==> src/verilog/svm_defs.vh <==
`ifndef SVM_DEFS_VH
`define SVM_DEFS_VH

// Clock and slew timing.
`define SVM_CLK_NS         20
`define SVM_BASE_NS        2000
`define SVM_BASE_KOHM      30
`define SVM_RMIN_KOHM      8'h0f
`define SVM_RMAX_KOHM      8'h96
`define SVM_BASE_CYC       (`SVM_BASE_NS / `SVM_CLK_NS)
`define SVM_BLANK_TICKS    5'h18
`define SVM_FALL_SYNC      2'h2
`define SVM_PG_DELAY_US    3000
`define SVM_PG_DELAY_CYC   ((`SVM_PG_DELAY_US * 1000) / `SVM_CLK_NS)

// Multi-level pin encodings.
`define SVM_LVL_GND        2'h0
`define SVM_LVL_REF        2'h1
`define SVM_LVL_OPEN       2'h2
`define SVM_LVL_VCC        2'h3
`define SVM_SUS_GND        2'h0
`define SVM_SUS_REF        2'h1
`define SVM_SUS_HIGH       2'h2
`define SVM_OFS_NONE       2'h0

// Suspend code bases, upper and lower range.
`define SVM_SUS_HI_BASE    6'h18
`define SVM_SUS_LO_BASE    6'h08

// Register map, byte offsets.
`define SVM_REG_STATUS     4'h0
`define SVM_REG_LEVEL      4'h4
`define SVM_REG_CTRL       4'h8
`define SVM_CTRL_NOFAULT   0
`define SVM_CTRL_RESET     32'h0000_0000

`endif

==> src/verilog/svm_slew_tick.v <==
`timescale 1ns/100ps
`default_nettype none
`include "svm_defs.vh"

module svm_slew_tick
(
   input  wire        clk,
   input  wire        rst,
   input  wire [7:0]  resistor_kohm,
   output reg         tick
);

   ////////////////////////////////////////////////////////////////////////////
   reg  [7:0]  r_clamped;
   wire [15:0] product;
   wire [15:0] period;
   reg  [15:0] count;

   // Sized copies keep the period arithmetic at sixteen bits.
   localparam [15:0] BASE_CYC  = `SVM_BASE_CYC;
   localparam [15:0] BASE_KOHM = `SVM_BASE_KOHM;

   always @*
   begin
      if (resistor_kohm < `SVM_RMIN_KOHM)
         r_clamped = `SVM_RMIN_KOHM;
      else if (resistor_kohm > `SVM_RMAX_KOHM)
         r_clamped = `SVM_RMAX_KOHM;
      else
         r_clamped = resistor_kohm;
   end

   assign product = {8'h00, r_clamped} * BASE_CYC;
   assign period  = product / BASE_KOHM;

   always @(posedge clk or posedge rst)
   begin
      if (rst)
      begin
         count <= 16'h0000;
         tick  <= 1'b0;
      end
      else if (count >= period - 16'h0001)
      begin
         count <= 16'h0000;
         tick  <= 1'b1;
      end
      else
      begin
         count <= count + 16'h0001;
         tick  <= 1'b0;
      end
   end

endmodule // svm_slew_tick

`default_nettype wire

==> src/verilog/svm_sus_decode.v <==
`timescale 1ns/100ps
`default_nettype none
`include "svm_defs.vh"

module svm_sus_decode
(
   input  wire [1:0]  suspend_select,
   input  wire [3:0]  suspend_code_sel,
   output reg  [5:0]  sus_code
);

   ////////////////////////////////////////////////////////////////////////////
   // Range picked by suspend level.
   always @*
   begin
      case (suspend_select)
         `SVM_SUS_REF:  sus_code = `SVM_SUS_HI_BASE + {2'b00, suspend_code_sel};
         `SVM_SUS_HIGH: sus_code = `SVM_SUS_LO_BASE + {2'b00, suspend_code_sel};
         default:       sus_code = `SVM_SUS_LO_BASE + {2'b00, suspend_code_sel};
      endcase
   end

endmodule // svm_sus_decode

`default_nettype wire

==> src/verilog/svm_vid_slew_mode_controller.v <==
`timescale 1ns/100ps
`default_nettype none
`include "svm_defs.vh"

//Contract
// - Startup target from vid or suspend decoder.
// - Vid change starts controlled transition.
// - Power-down forces low gate, high off.
// - Forced PWM, no offset, in normal.
// - Skip select: pulse skipping, upper pg blanked.
// - Offset window selects deep sleep offset.
// - Suspend overrides target, offset amplifier off.
// - Fault latch holds output until toggle.
// - Four-level static inputs, open is decoded.
// - Suspend level selects upper/lower range.
// - Suspend transition blanks pg and UV.
// - Pg frozen until 24 ticks after final.
// - One step per slew tick.
// - Falling transitions add two ticks.
// - Slew tick period from resistor.
// - Step period spans 1us to 10us.
// - Power-up quarter rate, pg 3ms delay.
// - Power-down drops pg, ramps to zero.
// - Undervoltage faults when not blanked.
module svm_vid_slew_mode_controller
#(
   parameter [17:0] PG_DELAY_CYC = `SVM_PG_DELAY_CYC
)
(
   input  wire        clk,
   input  wire        rst,
   input  wire        power_down_n,
   input  wire [5:0]  vid_code,
   input  wire [1:0]  suspend_select,
   input  wire [3:0]  suspend_code_sel,
   input  wire [1:0]  on_time_select,
   input  wire [1:0]  pulse_skip_select,
   input  wire [1:0]  offset_input,
   input  wire [7:0]  slew_rate_resistor,
   input  wire        pg_low_ok,
   input  wire        pg_high_ok,
   input  wire        undervoltage_detect,
   input  wire        overvoltage_detect,
   input  wire        thermal_detect,
   input  wire [3:0]  avs_address,
   input  wire        avs_read,
   input  wire        avs_write,
   input  wire [31:0] avs_writedata,
   output reg  [31:0] avs_readdata,
   output reg         avs_waitrequest,
   output reg  [5:0]  dac_level,
   output reg         regulator_enable,
   output reg         low_side_gate,
   output reg         high_side_gate,
   output reg         power_good,
   output reg         pulse_skip,
   output reg         pg_upper_blank,
   output reg         offset_enable,
   output reg  [1:0]  offset_window,
   output reg  [1:0]  on_time_mode,
   output reg         undervoltage_protect,
   output reg         fault_latched
);

   ////////////////////////////////////////////////////////////////////////////
   localparam [3:0] ST_OFF   = 4'b0001;
   localparam [3:0] ST_START = 4'b0010;
   localparam [3:0] ST_RUN   = 4'b0100;
   localparam [3:0] ST_DOWN  = 4'b1000;

   reg  [3:0]  state;
   reg  [3:0]  next_state;
   reg  [5:0]  level;
   reg  [5:0]  next_level;
   reg  [4:0]  blank_cnt;
   reg  [4:0]  next_blank_cnt;
   reg  [1:0]  fall_wait;
   reg  [1:0]  next_fall_wait;
   reg  [1:0]  quarter;
   reg  [17:0] pg_timer;
   reg  [17:0] next_pg_timer;
   reg         nofault;
   wire        tick;
   wire        qtick;
   wire [5:0]  sus_code;
   wire [5:0]  target;
   wire        suspend;
   wire        moving;
   wire        blanked;
   wire        uv_fault;
   wire        hw_fault;
   wire        pg_eval;
   wire [31:0] status_word;

   ////////////////////////////////////////////////////////////////////////////
   // Slew tick divider.
   svm_slew_tick u_tick
   (
      .clk           (clk),
      .rst           (rst),
      .resistor_kohm (slew_rate_resistor),
      .tick          (tick)
   );

   svm_sus_decode u_sus
   (
      .suspend_select   (suspend_select),
      .suspend_code_sel (suspend_code_sel),
      .sus_code         (sus_code)
   );

   // Quarter rate for soft start and soft shutdown.
   always @(posedge clk or posedge rst)
   begin
      if (rst)
         quarter <= 2'h0;
      else if (tick)
         quarter <= quarter + 2'h1;
   end
   assign qtick = tick & (quarter == 2'h3);

   // Suspend wins over the vid code and the offset input.
   assign suspend = (suspend_select != `SVM_SUS_GND);
   assign target  = suspend ? sus_code : vid_code;

   // Transition or tail blanking freezes pg.
   assign moving  = (level != target);
   assign blanked = moving | (blank_cnt != 5'h00);

   // Undervoltage only outside transitions and tail.
   // Suspend transitions share the same blanking.
   assign uv_fault = state[2] & ~blanked & undervoltage_detect & ~nofault;
   assign hw_fault = ~nofault & (overvoltage_detect | thermal_detect | uv_fault);

   // Upper pg threshold ignored in skip mode.
   assign pg_eval = pg_low_ok & (pulse_skip | pg_high_ok);

   ////////////////////////////////////////////////////////////////////////////
   always @*
   begin
      next_state     = state;
      next_level     = level;
      next_blank_cnt = blank_cnt;
      next_fall_wait = fall_wait;
      next_pg_timer  = (pg_timer != 18'h0_0000) ? pg_timer - 18'h0_0001 : pg_timer;
      case (state)
         ST_OFF:
         begin
            next_level = 6'h00;
            if (power_down_n & ~fault_latched)
               next_state = ST_START;
         end
         ST_START:
         begin
            if (~power_down_n | hw_fault)
               next_state = ST_DOWN;
            // Ramp up from zero at quarter rate.
            else if (~moving)
            begin
               next_state     = ST_RUN;
               next_pg_timer  = PG_DELAY_CYC;
               next_blank_cnt = `SVM_BLANK_TICKS;
            end
            else if (qtick)
               next_level = (level < target) ? level + 6'h01 : level - 6'h01;
         end
         ST_RUN:
         begin
            if (~power_down_n | hw_fault)
               next_state = ST_DOWN;
            else if (tick)
            begin
               // Target changes just redirect the steps.
               if (level < target)
               begin
                  next_level     = level + 6'h01;
                  next_fall_wait = 2'h0;
                  if (level + 6'h01 == target)
                     next_blank_cnt = `SVM_BLANK_TICKS;
               end
               else if (level > target)
               begin
                  if (fall_wait != `SVM_FALL_SYNC)
                     next_fall_wait = fall_wait + 2'h1;
                  else
                  begin
                     next_level = level - 6'h01;
                     if (level - 6'h01 == target)
                        next_blank_cnt = `SVM_BLANK_TICKS;
                  end
               end
               else
               begin
                  next_fall_wait = 2'h0;
                  // Tail of 24 ticks after final code.
                  if (blank_cnt != 5'h00)
                     next_blank_cnt = blank_cnt - 5'h01;
               end
            end
         end
         ST_DOWN:
         begin
            // Ramp to zero in single steps.
            if (level == 6'h00)
               next_state = ST_OFF;
            else if (qtick)
               next_level = level - 6'h01;
         end
         default:
            next_state = ST_OFF;
      endcase
   end

   ////////////////////////////////////////////////////////////////////////////
   always @(posedge clk or posedge rst)
   begin
      if (rst)
      begin
         state     <= ST_OFF;
         level     <= 6'h00;
         blank_cnt <= 5'h00;
         fall_wait <= 2'h0;
         pg_timer  <= 18'h0_0000;
      end
      else
      begin
         state     <= next_state;
         level     <= next_level;
         blank_cnt <= next_blank_cnt;
         fall_wait <= next_fall_wait;
         pg_timer  <= next_pg_timer;
      end
   end

   // Fault latch; a new fault wins over clearing.
   always @(posedge clk or posedge rst)
   begin
      if (rst)
         fault_latched <= 1'b0;
      else if (hw_fault & ~state[0])
         fault_latched <= 1'b1;
      else if (~power_down_n | nofault)
         fault_latched <= 1'b0;
   end

   ////////////////////////////////////////////////////////////////////////////
   always @(posedge clk or posedge rst)
   begin
      if (rst)
      begin
         dac_level            <= 6'h00;
         regulator_enable     <= 1'b0;
         low_side_gate        <= 1'b1;
         high_side_gate       <= 1'b0;
         power_good           <= 1'b0;
         pulse_skip           <= 1'b0;
         pg_upper_blank       <= 1'b0;
         offset_enable        <= 1'b0;
         offset_window        <= `SVM_OFS_NONE;
         on_time_mode         <= `SVM_LVL_OPEN;
         undervoltage_protect <= 1'b0;
      end
      else
      begin
         dac_level <= next_level;
         // Off state forces low gate high, high gate low.
         regulator_enable <= ~next_state[0];
         low_side_gate    <= next_state[0];
         high_side_gate   <= 1'b0;
         // Pg drops at once outside the run state.
         // Pg low during the power-up delay.
         if (~power_down_n | ~state[2] | ~next_state[2])
            power_good <= 1'b0;
         else if (~blanked & (pg_timer == 18'h0_0000))
            power_good <= pg_eval;
         // Vcc on skip select runs forced PWM.
         // Ground or reference selects pulse skipping.
         pulse_skip     <= (pulse_skip_select == `SVM_LVL_GND) | (pulse_skip_select == `SVM_LVL_REF);
         pg_upper_blank <= (pulse_skip_select == `SVM_LVL_GND) | (pulse_skip_select == `SVM_LVL_REF);
         // Deep sleep offset only with suspend at ground.
         offset_enable <= ~suspend & (offset_input != `SVM_OFS_NONE);
         offset_window <= suspend ? `SVM_OFS_NONE : offset_input;
         // Static four-level input passed as decoded.
         on_time_mode <= on_time_select;
         undervoltage_protect <= state[2] & ~blanked & ~nofault;
      end
   end

   ////////////////////////////////////////////////////////////////////////////
   // Register slave answers one cycle after a request is seen, so the
   // master never sees a combinational path from address to waitrequest.
   assign status_word = {4'h0, on_time_mode, state, 4'h0, fault_latched, power_good,
                         2'h0, target, 2'h0, level};

   always @(posedge clk or posedge rst)
   begin
      if (rst)
      begin
         avs_waitrequest <= 1'b1;
         avs_readdata    <= 32'h0000_0000;
         nofault         <= 1'b0;
      end
      else
      begin
         avs_waitrequest <= ~((avs_read | avs_write) & avs_waitrequest);
         if (avs_read & avs_waitrequest)
         begin
            case (avs_address)
               `SVM_REG_STATUS: avs_readdata <= status_word;
               `SVM_REG_LEVEL:  avs_readdata <= {26'h000_0000, level};
               `SVM_REG_CTRL:   avs_readdata <= {31'h0000_0000, nofault};
               default:         avs_readdata <= 32'h0000_0000;
            endcase
         end
         if (avs_write & ~avs_waitrequest & (avs_address == `SVM_REG_CTRL))
            nofault <= avs_writedata[`SVM_CTRL_NOFAULT];
      end
   end

endmodule // svm_vid_slew_mode_controller

`default_nettype wire

==> config.mk <==
export PLATFORM = sky130hd
export DESIGN_NAME = svm_vid_slew_mode_controller
export DESIGN_NICKNAME = d
export VERILOG_FILES = /design/src/verilog/svm_slew_tick.v /design/src/verilog/svm_sus_decode.v /design/src/verilog/svm_vid_slew_mode_controller.v
export VERILOG_INCLUDE_DIRS = /design/src /design/src/verilog
export SDC_FILE = /design/constraint.sdc
export NUM_CORES = 1
export LEC_CHECK = 0
export BUFFER_PORTS_ARGS = -buffer_cell sky130_fd_sc_hd__buf_2
export CAP_MARGIN = 20
export CORE_MARGIN = 3
export CORE_UTILIZATION = 59
export CTS_BUF_LIST = sky130_fd_sc_hd__clkbuf_4
export DETAILED_ROUTE_END_ITERATION = 7
export PLACE_DENSITY = 0.82
export SYNTH_ARGS = -nofsm -noshare
export SYNTH_HDL_FRONTEND = slang
export SYNTH_SLANG_ARGS = --single-unit
==> constraint.sdc <==
create_clock -name clk -period 3.95 [get_ports clk]
set_input_delay 0.1975 -clock clk [delete_from_list [all_inputs] [get_ports clk]]
set_output_delay 0.1975 -clock clk [all_outputs]
set_load 0.01 [all_outputs]
# After elaboration in Yosys (flattened, before gate mapping)
# Index checks and enable logic that the tools add are counted.
[op_classes] add_sub_neg=10 multipliers=1 div=1 order_cmp=5 eq_ne=32 muxes=48 bitwise=37 n_reduce_logical=16
[op_table] operator="28-bit case mux with 3 select lines" n=1
[op_table] operator="6-bit two-way mux" n=13
[op_table] operator="18-bit two-way mux" n=4
[op_table] operator="5-bit two-way mux" n=10
[op_table] operator="6-bit case mux with 4 select lines" n=1
[op_table] operator="2-bit inequality test (second input constant)" n=11
[op_table] operator="4-bit two-way mux" n=5
[op_table] operator="18-bit zero test" n=1
[op_table] operator="18-bit nonzero test" n=1
[op_table] operator="18-bit by 1-bit subtractor with 18-bit output (second input constant)" n=1
[op_table] operator="16-bit by 1-bit adder with 16-bit output (second input constant)" n=1
[op_table] operator="15-bit by 5-bit divider with 16-bit output (second input constant)" n=1
[op_table] operator="16-bit >= comparator" n=1
[op_table] operator="16-bit two-way mux" n=1
[op_table] operator="8-bit two-way mux" n=2
[op_table] operator="4-bit case mux with 4 select lines" n=1
[op_table] operator="16-bit by 1-bit subtractor with 16-bit output (second input constant)" n=1
[op_table] operator="1-bit AND" n=15
[op_table] operator="8-bit by 5-bit multiplier with 13-bit output (second input constant)" n=1
[op_table] operator="6-bit equality test" n=2
[op_table] operator="3-bit inequality test (second input constant)" n=4
[op_table] operator="4-bit inequality test (second input constant)" n=3
[op_table] operator="1-bit inverter" n=12
[op_table] operator="1-bit OR" n=10
[op_table] operator="31 further kinds" n=47
[word_totals] reg_bits=99 inputBits=72 output_inout_bits=52

# Logic depth before layout (Yosys ltp)
# Gate-level depths: netlist of run 1.
[logic_depth] word_depth=17 ltp_mapped=64 mapped_depth_nobuf=57

# By module
# Synthesis of run 1 repeated with hierarchy kept, for this count alone.
[unflattened] hier_cells=1053 area_unflattened_um2=8988.6
[modules_own_cells] mod="svm_slew_tick" instances=1 cells_per_inst=635 area_per_inst_um2=4964.8 seq_area_each_um2=425.4
[modules_own_cells] mod="svm_vid_slew_mode_controller" instances=1 cells_per_inst=410 area_per_inst_um2=3956.3 seq_area_each_um2=1730.4
[modules_own_cells] mod="svm_sus_decode" instances=1 cells_per_inst=8 area_per_inst_um2=67.6 seq_area_each_um2=0.0

# Worst setup path after synthesis of run 1
# Ideal clock, no wire load.
[synth_path] kind="input -> register" from="input slew_rate_resistor[3]" to="register u_tick.count[10]" setup_ns=0.072 t_arrival_ns=11.695 setup_slack_ns=-7.817 cell_stages=57 path_cell_list="a211o_1 -> a21o_1 -> nor2_1 -> inv_1 -> ha_1 -> ha_1 -> fa_1 -> ha_1 -> a21o_2 -> a2111oi_4 -> o32ai_2 -> or3_4 -> or4_1 -> xor2_1 -> or4_4 -> a31oi_1 -> a211o_1 -> nor3_1 -> [... 21 more ...] -> nor2b_1 -> o21ai_0 -> nand2b_1 -> a21oi_1 -> nor2b_1 -> o21ai_0 -> nand2b_1 -> a21oi_1 -> nor2b_1 -> o21ai_0 -> nand2b_1 -> a21oi_1 -> nor2b_1 -> o21ai_0 -> nand2b_1 -> clkbuf_1 -> clkbuf_1 -> nor2_1"
[synth_via] elab_chain_len=8
[synth_lines] element="start: declaration" line="svm_vid_slew_mode_controller.v:39" text="input wire [7:0] slew_rate_resistor,"
[synth_lines] element="8-bit > comparator (no source line)"
[synth_lines] element="8-bit two-way mux" line="svm_slew_tick.v:27" text="else if (resistor_kohm > `SVM_RMAX_KOHM)"
[synth_lines] element="8-bit two-way mux (*)" line="svm_slew_tick.v:25" text="if (resistor_kohm < `SVM_RMIN_KOHM)"
[synth_lines] element="8-bit by 5-bit multiplier with 13-bit output (*)" line="svm_slew_tick.v:33" text="assign product = {8'h00, r_clamped} * BASE_CYC;"
[synth_lines] element="15-bit by 5-bit divider with 16-bit output (*)" line="svm_slew_tick.v:34" text="assign period = product / BASE_KOHM;"
[synth_lines] element="16-bit by 1-bit subtractor with 16-bit output (*)" line="svm_slew_tick.v:43" text="else if (count >= period - 16'h0001)"
[synth_lines] element="16-bit >= comparator (*)" line="svm_slew_tick.v:43"
[synth_lines] element="16-bit two-way mux (*)" line="svm_slew_tick.v:43"
[synth_lines] element="end signal: assignment" line="svm_slew_tick.v:50" text="count <= count + 16'h0001;"
[synth_lines] element="end: declaration" line="svm_slew_tick.v:17" text="reg [15:0] count;"
# Mark *: on every way between the ends. The rest lies on a longest branch, timed or not.
# A chain may end at the register's enable or synchronous reset.

# Worst setup path in the final report of run 1
[layout_path] from="input slew_rate_resistor[6]" to="register u_tick.count[8]"
# Same word-level chain as after synthesis.

==> reports/summary.md, run 1 <==
The flow ran to the end, but the final reports show violations. The final reports fail on setup timing. Adder-cell area share of the yosys netlist: 0.101. The number of buffers created by CTS was 9; the final-stage net count was 1,546.

The xor/xnor cell area share of the yosys netlist is 0.0800. The global-route total usage across every layer was 0.353; the shortest period the worst path allows was 11,620 ps. The final clock period utilization by the worst path is 2.94, and the register clock-pin slew on the reported worst setup and hold paths is 140 ps. The startpoint-to-endpoint class of the critical path was input port to flip-flop. Data arrives at the worst endpoint at 12,000 ps.

On the critical path, the stage with the largest delay is an instance of sky130_fd_sc_hd__fa_1. The floorplan step set the die width to 128 um. The cell row count came out at 44.

The post-synthesis share of cell area spent on and, or, nand and nor gates is 0.256. The wire length of the first global-routing pass was 48,700 um; the via count of the first global-routing pass was 10,289. The normalized max-slew margin is 0.522, and the compound-gate portion of the synthesized area is 0.253.

Routability-driven placement finished with a final weighted congestion of 0.929. The logs give 0 for the number of warnings reported in the yosys synthesis log and 124 for the number of top-level design ports. Sequential element share of the synthesized area: 0.244.

For this run, the slowest stage of the critical path takes 530 ps. The effective utilization at floorplan is 0.607. The worst path required time is 4330 ps, and the count of final setup violators is 17.

The count of nets left with antenna violations once routing finished came out at 0. The count of maximum capacitance violations was 0; the pin count of the biggest net entering global routing was 61. In the routed design, unresolved DRC markers number 0. The run gives 0.0860 GHz as the achievable clock frequency.

In this run the worst path has a maximum fanout of 10. Summing every instance area after synthesis gives 8850 sq um. The tools report the timing startpoint of the critical path as slew_rate_resistor[6]. From synthesis to final layout, the design area changed by 44.4%. Type of destination of the critical path: a flip-flop. The worst min-delay path startpoint was power_down_n. The die extent in y is 128 um. The logs give 1,141 for the violation count after the first detailed-route iteration and 440 ps for the clock latency reported for the late side of the worst-skew pair.

The number of synthesized register bits was 86; the average size of a mapped cell was 8.37 sq um. The tools report the post-synthesis instance total as 1,057. The region available for standard cell placement spans 14,600 sq um. The tightest min-delay check is of the input port to flip-flop type. Transition time at the pin with the least slew margin: 715 ps.

Setup repair after global routing could not meet its margin everywhere. The async set-or-reset flop fraction in the synthesized netlist works out to 1.00. The most used flip-flop cell after synthesis is sky130_fd_sc_hd__dfrtp_1. The proportion of synthesized area in mux cells was 0.0250. In this run the critical register-to-register path is launched from dac_level[3]. The remaining global-route overflow was 0; the total clock sinks was 86. In this run the tool buffered the top-level ports with 78 buffer cells. The die covers 16,500 sq um.

After synthesis, the largest family of logic cells by area is simple AND/OR/NAND/NOR gates. The fraction of layout instances using a drive strength above 1 was 0.399; the maximum level of the CTS H-tree was 3. The tools report the root cell of the clock tree as sky130_fd_sc_hd__clkbuf_4.

The worst setup margin is -7670 ps. The number of flops mapped to enable cells by yosys is 0. After detailed routing, the total wire length is 35,000 um. The run gives 0 as the total count of max-transition violations in the final report.

The tools report the launching element type of the critical path as an input port. Number of buffers on the longest clock path: 2. The number of antenna violations at the first check in global routing is 1. The final hold violation count was 0; the worst clock skew was 16.0 ps.

The tools report the total vias in the final route as 10,969. The count of unique library cells instantiated by Yosys was 116. The detail-routed net length per standard cell was 21.9 um; the average via count per standard cell was 6.88. The half-perimeter wire length after detailed placement was 20,400 um. The total iterations of the first detailed-routing run came out at 6. TritonCTS built the clock tree. The final design utilization was 0.876.
-- layout make-up --
| cell class | instances | area, sq um |
|---|---|---|
| diodes | 1 | 2.50 |
| inverters | 33 | 128 |
| flip-flops and latches | 86 | 2160 |
| clock buffers | 10 | 75.1 |
| multi-input cells | 903 | 7370 |
| clock inverters | 6 | 68.8 |
| repair buffers | 372 | 2750 |
| well taps | 184 | 230 |
| fillers | 667 | 1810 |
-- what timing repair did --
| action | in CTS | in global routing |
|---|---|---|
| buffers inserted | 22 | 17 |
| hold endpoints to repair | 67 | 0 |
| hold buffers | 11 | 0 |
| pin swaps | 29 | 35 |
| setup endpoints to repair | 17 | 17 |
| gates resized for setup | 68 | 61 |
-- metal layers --
layer | global-route usage | vias to the layer above | wire, um
met5 | 0 | - | 0
met4 | 0.174 | 0 | 2590
met3 | 0.0457 | 292 | 3230
met2 | 0.637 | 903 | 16900
met1 | 0.411 | 5138 | 12300
li1 | - | 4636 | -
-- worst max-delay path: cells and delay by family --
kind	cells	cell delay, ps
buf+inv	8	1280
simple gates	19	2680
mux	2	670
compound gates	26	5310
xor+xnor	1	180
fa+ha+maj	6	1680
-- cell families (layout without fill, tap and decap cells) --
logic type / count (synthesis) / after routing
buf+inv: 80 / 421
simple gates: 426 / 426
mux: 20 / 20
fa+ha+maj: 70 / 70
xor+xnor: 77 / 77
other cells: 1 / 14
compound gates: 297 / 297
flops: 86 / 86
-- final timing paths --
path | slack, ps | end | cells past startpoint
min in group asynchronous | 160 | u_tick.count[9] | 3
worst min-delay path | 20 | power_good | 3
worst max register to register | 550 | dac_level[3] | 13
worst min register to register | 500 | quarter[0] | 1
max in group asynchronous | 2830 | state[0] | 5
worst max-delay path | -7670 | u_tick.count[8] | 62
-- registers in the layout (all words and copies together), names as in the netlist --
name and count:
avs_readdata 20, avs_waitrequest 1, blank_cnt 5, dac_level 6
fall_wait 2, fault_latched 1, nofault 1, offset_enable 1
offset_window 2, on_time_mode 2, pg_timer 18, pg_upper_blank 1
power_good 1, quarter 2, regulator_enable 1, state 4
u_tick.count 16, u_tick.tick 1, undervoltage_protect 1
-- layout by cell type, fill, tap and decap left out, drive strengths merged, types with 7 or more instances in the layout --
cell type	n
or3	15
nor4	23
o22ai	7
a211oi	12
and3	14
nand3	43
nor2	99
a21oi	58
mux2	7
a21o	16
o211ai	9
or2	9
and2	13
a31o	7
a22o	15
xor2	31
nor2b	12
o21a	10
clkbuf	10
inv	34
buf	361
mux2i	13
dlygate4sd3	11
dfrtp	83
conb	13
nand2	89
nor3	40
o21ai	62
xnor2	46
nand4	19
o211a	9
or4	7
a31oi	13
nand2b	19
ha	66
-- through the flow --
stage	area (sq um)	hold WS [ps]	setup WS (ps)	TNS, ps	cells
after CTS	12300	0.650	-6750	-114040	1576
after detailed placement	11500	309	-7630	-129290	1527
after floorplan	9320	202	-6670	-112240	1069
after global routing	12800	12.2	-8200	-138490	1595
after global placement	11500	303	-7360	-124830	1527
final	12800	16.2	-7670	-129720	1595
-- cells in the mapped netlist, types with 12 or more instances --
| cell | instances | area (sq um) |
|---|---|---|
| sky130_fd_sc_hd__buf_4 | 14 | 105 |
| sky130_fd_sc_hd__o21ai_0 | 51 | 255 |
| sky130_fd_sc_hd__mux2i_1 | 12 | 120 |
| sky130_fd_sc_hd__a31oi_1 | 12 | 75.1 |
| sky130_fd_sc_hd__inv_1 | 33 | 124 |
| sky130_fd_sc_hd__nand3_1 | 41 | 205 |
| sky130_fd_sc_hd__nand2b_1 | 18 | 113 |
| sky130_fd_sc_hd__nor3_1 | 33 | 165 |
| sky130_fd_sc_hd__clkbuf_1 | 25 | 93.8 |
| sky130_fd_sc_hd__nand2_1 | 87 | 327 |
| sky130_fd_sc_hd__a21oi_1 | 55 | 275 |
| sky130_fd_sc_hd__and2_1 | 12 | 75.1 |
| sky130_fd_sc_hd__or3_1 | 14 | 87.6 |
| sky130_fd_sc_hd__xor2_1 | 31 | 272 |
| sky130_fd_sc_hd__nand4_1 | 17 | 106 |
| sky130_fd_sc_hd__xnor2_1 | 43 | 377 |
| sky130_fd_sc_hd__nor4_1 | 21 | 131 |
| sky130_fd_sc_hd__nor2b_1 | 12 | 75.1 |
| sky130_fd_sc_hd__dfrtp_1 | 83 | 2080 |
| sky130_fd_sc_hd__a22o_1 | 15 | 131 |
| sky130_fd_sc_hd__ha_1 | 66 | 826 |
| sky130_fd_sc_hd__a21o_1 | 15 | 113 |
| sky130_fd_sc_hd__nor2_1 | 97 | 364 |
| sky130_fd_sc_hd__and3_1 | 13 | 81.3 |
Power of run 1 is not shown: default switching activity piles up to over one toggle a cycle in this logic, so the estimate is an artifact.
==> inputs of run 2 (changes only) <==
CORE_UTILIZATION = 25   (was 59)
CTS_CLUSTER_DIAMETER = 120   (was default)
PLACE_DENSITY = default   (was 0.82)
==> reports/summary.md, run 2 (synthesized netlist as in run 1, its figures left out) <==
The startpoint-to-endpoint class of the critical path was input port to flip-flop. After clock tree synthesis, the clock-pin slew on the worst setup and hold paths is 140 ps. The worst clock skew is 11.4 ps, and the transition time at the pin with the least slew margin is 852 ps. After detailed routing, the total wire length is 26,300 um. The largest registers in the layout are avs_readdata x20, pg_timer x18, u_tick.count x16.

The floorplan step defined a core boundary enclosing 34,700 sq um. The tightest min-delay check is of the input port to flip-flop type. In the final design database the tool counted 1,556 nets. Detail-routed net length per standard cell: 14.0 um. Across all layers, the routed design uses 9,308 vias. During I/O placement, the number of pins put on the boundary was 124. Buffers placed on the I/O ports in this run total 78. For the finished layout, the period the worst path requires is 10,860 ps.

Dividing the detail-routed via count by the number of cells gives 4.96. The largest fanout on the critical path works out to 17. The endpoint identified for the worst register-to-register timing path is dac_level[2]. The worst setup margin was -6910 ps.

From bottom edge to top edge, the die measures 194 um. The tools report the met1 track utilization from global routing as 0.178. The effective utilization at floorplan was 0.255; the area added between synthesis and finish was 44.9%.

The worst hold path begins at vid_code[0]. The logs give 0.0165 for the global routing usage on met3 and 0 for the remaining antenna violation count after routing. The run finished, with violations left. No sink is reached through more buffers than the 2 on the longest clock path. At the worst endpoint, the required time is 4340 ps. The clock net in this run drives a total of 86 sinks.

The fraction of layout instances using a drive strength above 1 was 0.382; the count of final setup violators was 17. The maximum level of the CTS H-tree came out at 3. The worst hold path passes through 3 cells.

The cell row count was 68. After global routing, the most crowded layer is met2. Setup repair after global routing could not meet its margin everywhere.

The finished cells cover 12,800 sq um. The reg-to-reg setup timing slack is 810 ps. For the clock latency reported for the late side of the worst-skew pair, the log shows 450 ps.

The register with the most flip-flops was avs_readdata. The hold-critical path endpoint was avs_readdata[8]. The run gives 0.431 as the normalized max-slew margin. Number of inserted diodes: 0. The number of cells traversed by the worst register-to-register path came out at 13. Static timing analysis puts the maximum clock frequency at 0.0921 GHz.

TritonCTS built the clock tree. Summed over all layers, the global routing overflow is 0. Data on the critical path arrives at its endpoint at 11,250 ps. The worst setup path is launched from an input port.

The HPWL after detailed placement is 20,800 um. The checks that failed: setup timing. The tools report the wire length of the first global-routing pass as 43,700 um. Entering global routing, the biggest net connects 51 pins. Clock tree synthesis selected as its root buffer the cell sky130_fd_sc_hd__clkbuf_4. The global routing usage on met2 was 0.230. In this design, the stage delay of the slowest critical-path cell is 580 ps. The total count of max-transition violations in the final report is 0, and the horizontal extent of the die is 194 um. The run gives 3,496 as the total of fill cells in the finished design. The total iterations of the first detailed-routing run is 5, and the final clock period utilization by the worst path is 2.75. The run gives 9 as the number of buffers created by CTS. The floorplan step defined a die boundary enclosing 37,700 sq um.

The run gives 0.858 as the final weighted congestion of routability-driven global placement. The via count of the first global-routing pass is 9,132. The tools report the type of destination of the critical path as a flip-flop.

The global-route total usage across every layer was 0.132. The slowest stage cell on the critical path was sky130_fd_sc_hd__or4_4. The register with the most flip-flops in the layout has 20 of them. For the number of antenna violations at the first check in global routing, the log shows 0. After detailed placement, the total cell area comes to 12,000 sq um. After the first detailed-routing iteration, the DRC count stood at 536.

The final hold violation count came out at 0. The count of unresolved DRC violations after routing was 0. In this run the critical register-to-register path is launched from dac_level[2]. Across the run, the number of max-cap violations was 0.

The cell family contributing the most delay on the critical path is compound AO/OA/AOI/OAI gates. The library cell used most frequently in the layout, excluding fill and tap cells, is sky130_fd_sc_hd__buf_4. Counting both buffers and inverters, the worst setup path holds a total of 4.

In the layout the commonest cells are sky130_fd_sc_hd__buf_4 (289), sky130_fd_sc_hd__nor2_1 (90), sky130_fd_sc_hd__nand2_1 (86).
-- run 2: cell types whose count changed in the layout (fill, tap and decap cells not counted), sizes merged --
cell,change
clkinv,+2
inv,+1
diode,-1
clkbuf,-1
bufinv,-1
dlygate4sd3,+1
buf,+9
clkinvlp,-1
-- run 2: layout make-up --
| type | instances | area, sq um | area share |
|---|---|---|---|
| Timing Repair Buffer | 382 | 2720 | 0.212 |
| Clock buffer | 9 | 67.6 | 0.00527 |
| Inverter | 33 | 128 | 0.00995 |
| Tap cell | 455 | 569 | 0.0444 |
| Sequential cell | 86 | 2160 | 0.168 |
| Multi-Input combinational cell | 903 | 7140 | 0.556 |
| Clock inverter | 7 | 46.3 | 0.00361 |
-- run 2: worst max-delay path by stage --
stage	startpoint	endpoint	slack (ps)	cells past startpoint
after floorplan	slew_rate_resistor[4]	u_tick.count[10]	-6670	57
after global placement	slew_rate_resistor[6]	u_tick.count[10]	-7220	59
after detailed placement	slew_rate_resistor[4]	u_tick.count[11]	-7450	59
after CTS	slew_rate_resistor[3]	u_tick.count[11]	-6690	55
after global routing	slew_rate_resistor[4]	u_tick.count[10]	-7660	61
final	slew_rate_resistor[3]	u_tick.count[11]	-6910	58
-- run 2: routing by layer --
layer | up-vias | routed length (um)
met2 | 186 | 12700
met1 | 4414 | 12400
li1 | 4679 | -
met4 | 0 | 271
met5 | - | 0
met3 | 29 | 858
-- run 2: through the flow --
stage          std cells  TNS, ps  worst slack [ps]  hold WS [ps]  utilization
2_1_floorplan       1069  -112240             -6670           202            -
3_3_place_gp        1813  -122500             -7220           307        0.345
3_5_place_dp        1813  -126050             -7450           311        0.345
4_1_cts             1856  -113080             -6690           108        0.358
5_1_grt             1875  -129820             -7660           107        0.369
6_report            1875  -117110             -6910           127        0.369
-- run 2: tightest hold or removal path: stages --
cell and delay [ps]:
sky130_fd_sc_hd__buf_2 70, sky130_fd_sc_hd__mux2_2 160, sky130_fd_sc_hd__a22o_1 120
-- run 2: repair_timing --
| action | CTS | global route |
|---|---|---|
| setup buffers | 15 | 19 |
| endpoints found under the setup margin | 17 | 17 |
| hold buffers | 12 | 0 |
| gates resized for setup | 28 | 46 |
| endpoints found under the hold margin | 56 | 0 |
| pin swaps | 11 | 37 |
Power of run 2 is left out for the same reason.
==> inputs of run 3 (changes only) <==
clock period = 13.1 ns   (was 3.95 ns; I/O delays follow)
==> reports/summary.md, run 3 (synthesized netlist as in run 1, its figures left out) <==
The run finished with clean final reports. The transition time at the pin with the least slew margin was 963 ps; the clock latency reported for the late side of the worst-skew pair was 440 ps. Setup violations remaining at the end of the flow were counted as 0. The shortest period the worst path allows works out to 12,250 ps.

The floorplan step defined a die boundary enclosing 37,700 sq um. Cell row count: 68. The detail-routed net length per standard cell is 14.2 um. In the layout the commonest cells are sky130_fd_sc_hd__nor2_1 (96), sky130_fd_sc_hd__nand2_1 (86), sky130_fd_sc_hd__dfrtp_1 (83). The average via count per standard cell was 5.17; the number of buffers created by CTS was 9. For the worst clock skew, the log shows 18.7 ps. The detail route stage leaves a number of antenna-violating nets equal to 0.

At the worst endpoint, the required time is 13,470 ps. Buffers placed on the I/O ports in this run total 78. The fraction of layout instances using a drive strength above 1 is 0.203. The first global-routing pass estimated 38,900 um of wire. The final clock period utilization by the worst path came out at 0.935.

In this run, the number of DRC markers left after iteration 0 of detailed routing was 523. The logs give 0 for the final hold violation count and 0 for the number of post-CTS setup repair buffers. For the data arrival time of the worst path, the log shows 12,620 ps. Along the worst path, the maximum fanout reaches 11. The path type of the worst min-delay path was input port to flip-flop. Compared with the post-synthesis result, the final layout area differs by 16.3%. The run gives 9990 sq um as the instance area at placement. By startpoint and endpoint, the worst setup path is classified as input port to flip-flop. For the via count of the first global-routing pass, the log shows 7,982. After routing the design area is 10,300 sq um. Clock-pin slew was measured on the worst setup and hold paths at 130 ps. For the total vias in the final route, the log shows 8,396. At the end of routability-driven placement, the weighted congestion stood at 0.870.

Commonest non-fill, non-tap cell in the layout: sky130_fd_sc_hd__nor2_1. The run gives 0 as the total count of max-transition violations in the final report. The number of cells traversed by the worst register-to-register path was 10; the achievable clock frequency was 0.0816 GHz. In this run the horizontal extent of the chip is 194 um.

STA classifies the critical path endpoint as a flip-flop. The effective utilization at floorplan was 0.255; the total detailed-routing wirelength was 23,100 um. TritonCTS built the clock tree. The clock drives 86 sinks. Number of cells traversed by the worst hold path: 1. The HPWL after detailed placement is 18,200 um. The die is 194 um tall. The longest individual stage delay on the worst path was 560 ps. Number of antenna violations at the first check in global routing: 0. The clock passes through at most 2 buffers.

For this design the top-level I/O count stands at 124. Setup repair after global routing left no endpoint under its margin. Among the stages of the critical path, the cell type that occurs most often is sky130_fd_sc_hd__a21oi_1. The tools report the number of inserted diodes as 0.

The worst setup path is launched from an input port. Entering global routing, the biggest net connects 86 pins. The register with the most flip-flops in the layout has 20 of them. Once placement completed, the tool counted placed cells totaling 1,605. The run gives 0.352 as the normalized max-slew margin. The cell sitting at the root of the clock tree is a sky130_fd_sc_hd__clkbuf_4. Register with the most flip-flops: avs_readdata. For the remaining global-route overflow, the log shows 0. Final-stage net count: 1,304. The count of unresolved DRC violations after routing is 0, and the number of non-filler instances in the completed layout is 1,623. The largest registers in the layout are avs_readdata x20, pg_timer x18, u_tick.count x16. Global-route total usage across every layer: 0.117. CTS built an H-tree with a depth of 3. The final design utilization is 0.296, and the area of the core region is 34,700 sq um.

For the count of maximum capacitance violations, the log shows 0. Slowest stage cell on the critical path: sky130_fd_sc_hd__or4_4. The first detailed-routing pass ran for 5 iterations.
[run 3: critical path: cells and delay by family]
kind | cells | cell delay (ps)
xor+xnor | 2 | 360
compound gates | 26 | 5910
fa+ha+maj | 6 | 1930
buf+inv | 3 | 470
mux | 1 | 240
simple gates | 19 | 3040
[run 3: timing repair]
item                                    CTS  global route
hold endpoints to repair                  1             0
hold buffers                              1             0
gates resized for setup                   0            25
endpoints found under the setup margin    0            17
[run 3: final cells by class]
type                            instances  area [sq um]
Fill cell                            3723         24400
Sequential cell                        86          2160
Multi-Input combinational cell        903          6530
Inverter                               33           125
Clock inverter                          7          40.0
Tap cell                              455           569
Timing Repair Buffer                  130           803
Clock buffer                            9          67.6
[run 3: per-layer routing]
layer,routed length [um],GRT usage,vias up
li1,-,-,4140
met1,11100,0.162,4040
met2,10800,0.198,191
met3,901,0.0134,25
met4,266,0.0255,0
met5,0,0,-
[run 3: stage by stage]
step / hold slack, ps / TNS, ps / worst slack, ps
final: 311 / 0 / 852
after global routing: 260 / 0 / 1.50
after CTS: 273 / 0 / 447
after detailed placement: 459 / -134 / -23.1
after global placement: 458 / 0 / 251
after floorplan: 448 / 0 / 875
[run 3: final timing paths]
path                                       start          endpoint  slack, ps
max                        slew_rate_resistor[3]  u_tick.count[10]        850
min                            on_time_select[1]   on_time_mode[1]        310
max reg2reg                         dac_level[2]      blank_cnt[2]       9530
min reg2reg                      avs_readdata[0]   avs_readdata[0]        490
max in group asynchronous                    rst   avs_waitrequest      11720
min in group asynchronous                    rst      pg_timer[12]        570
Power of run 3 is left out for the same reason.
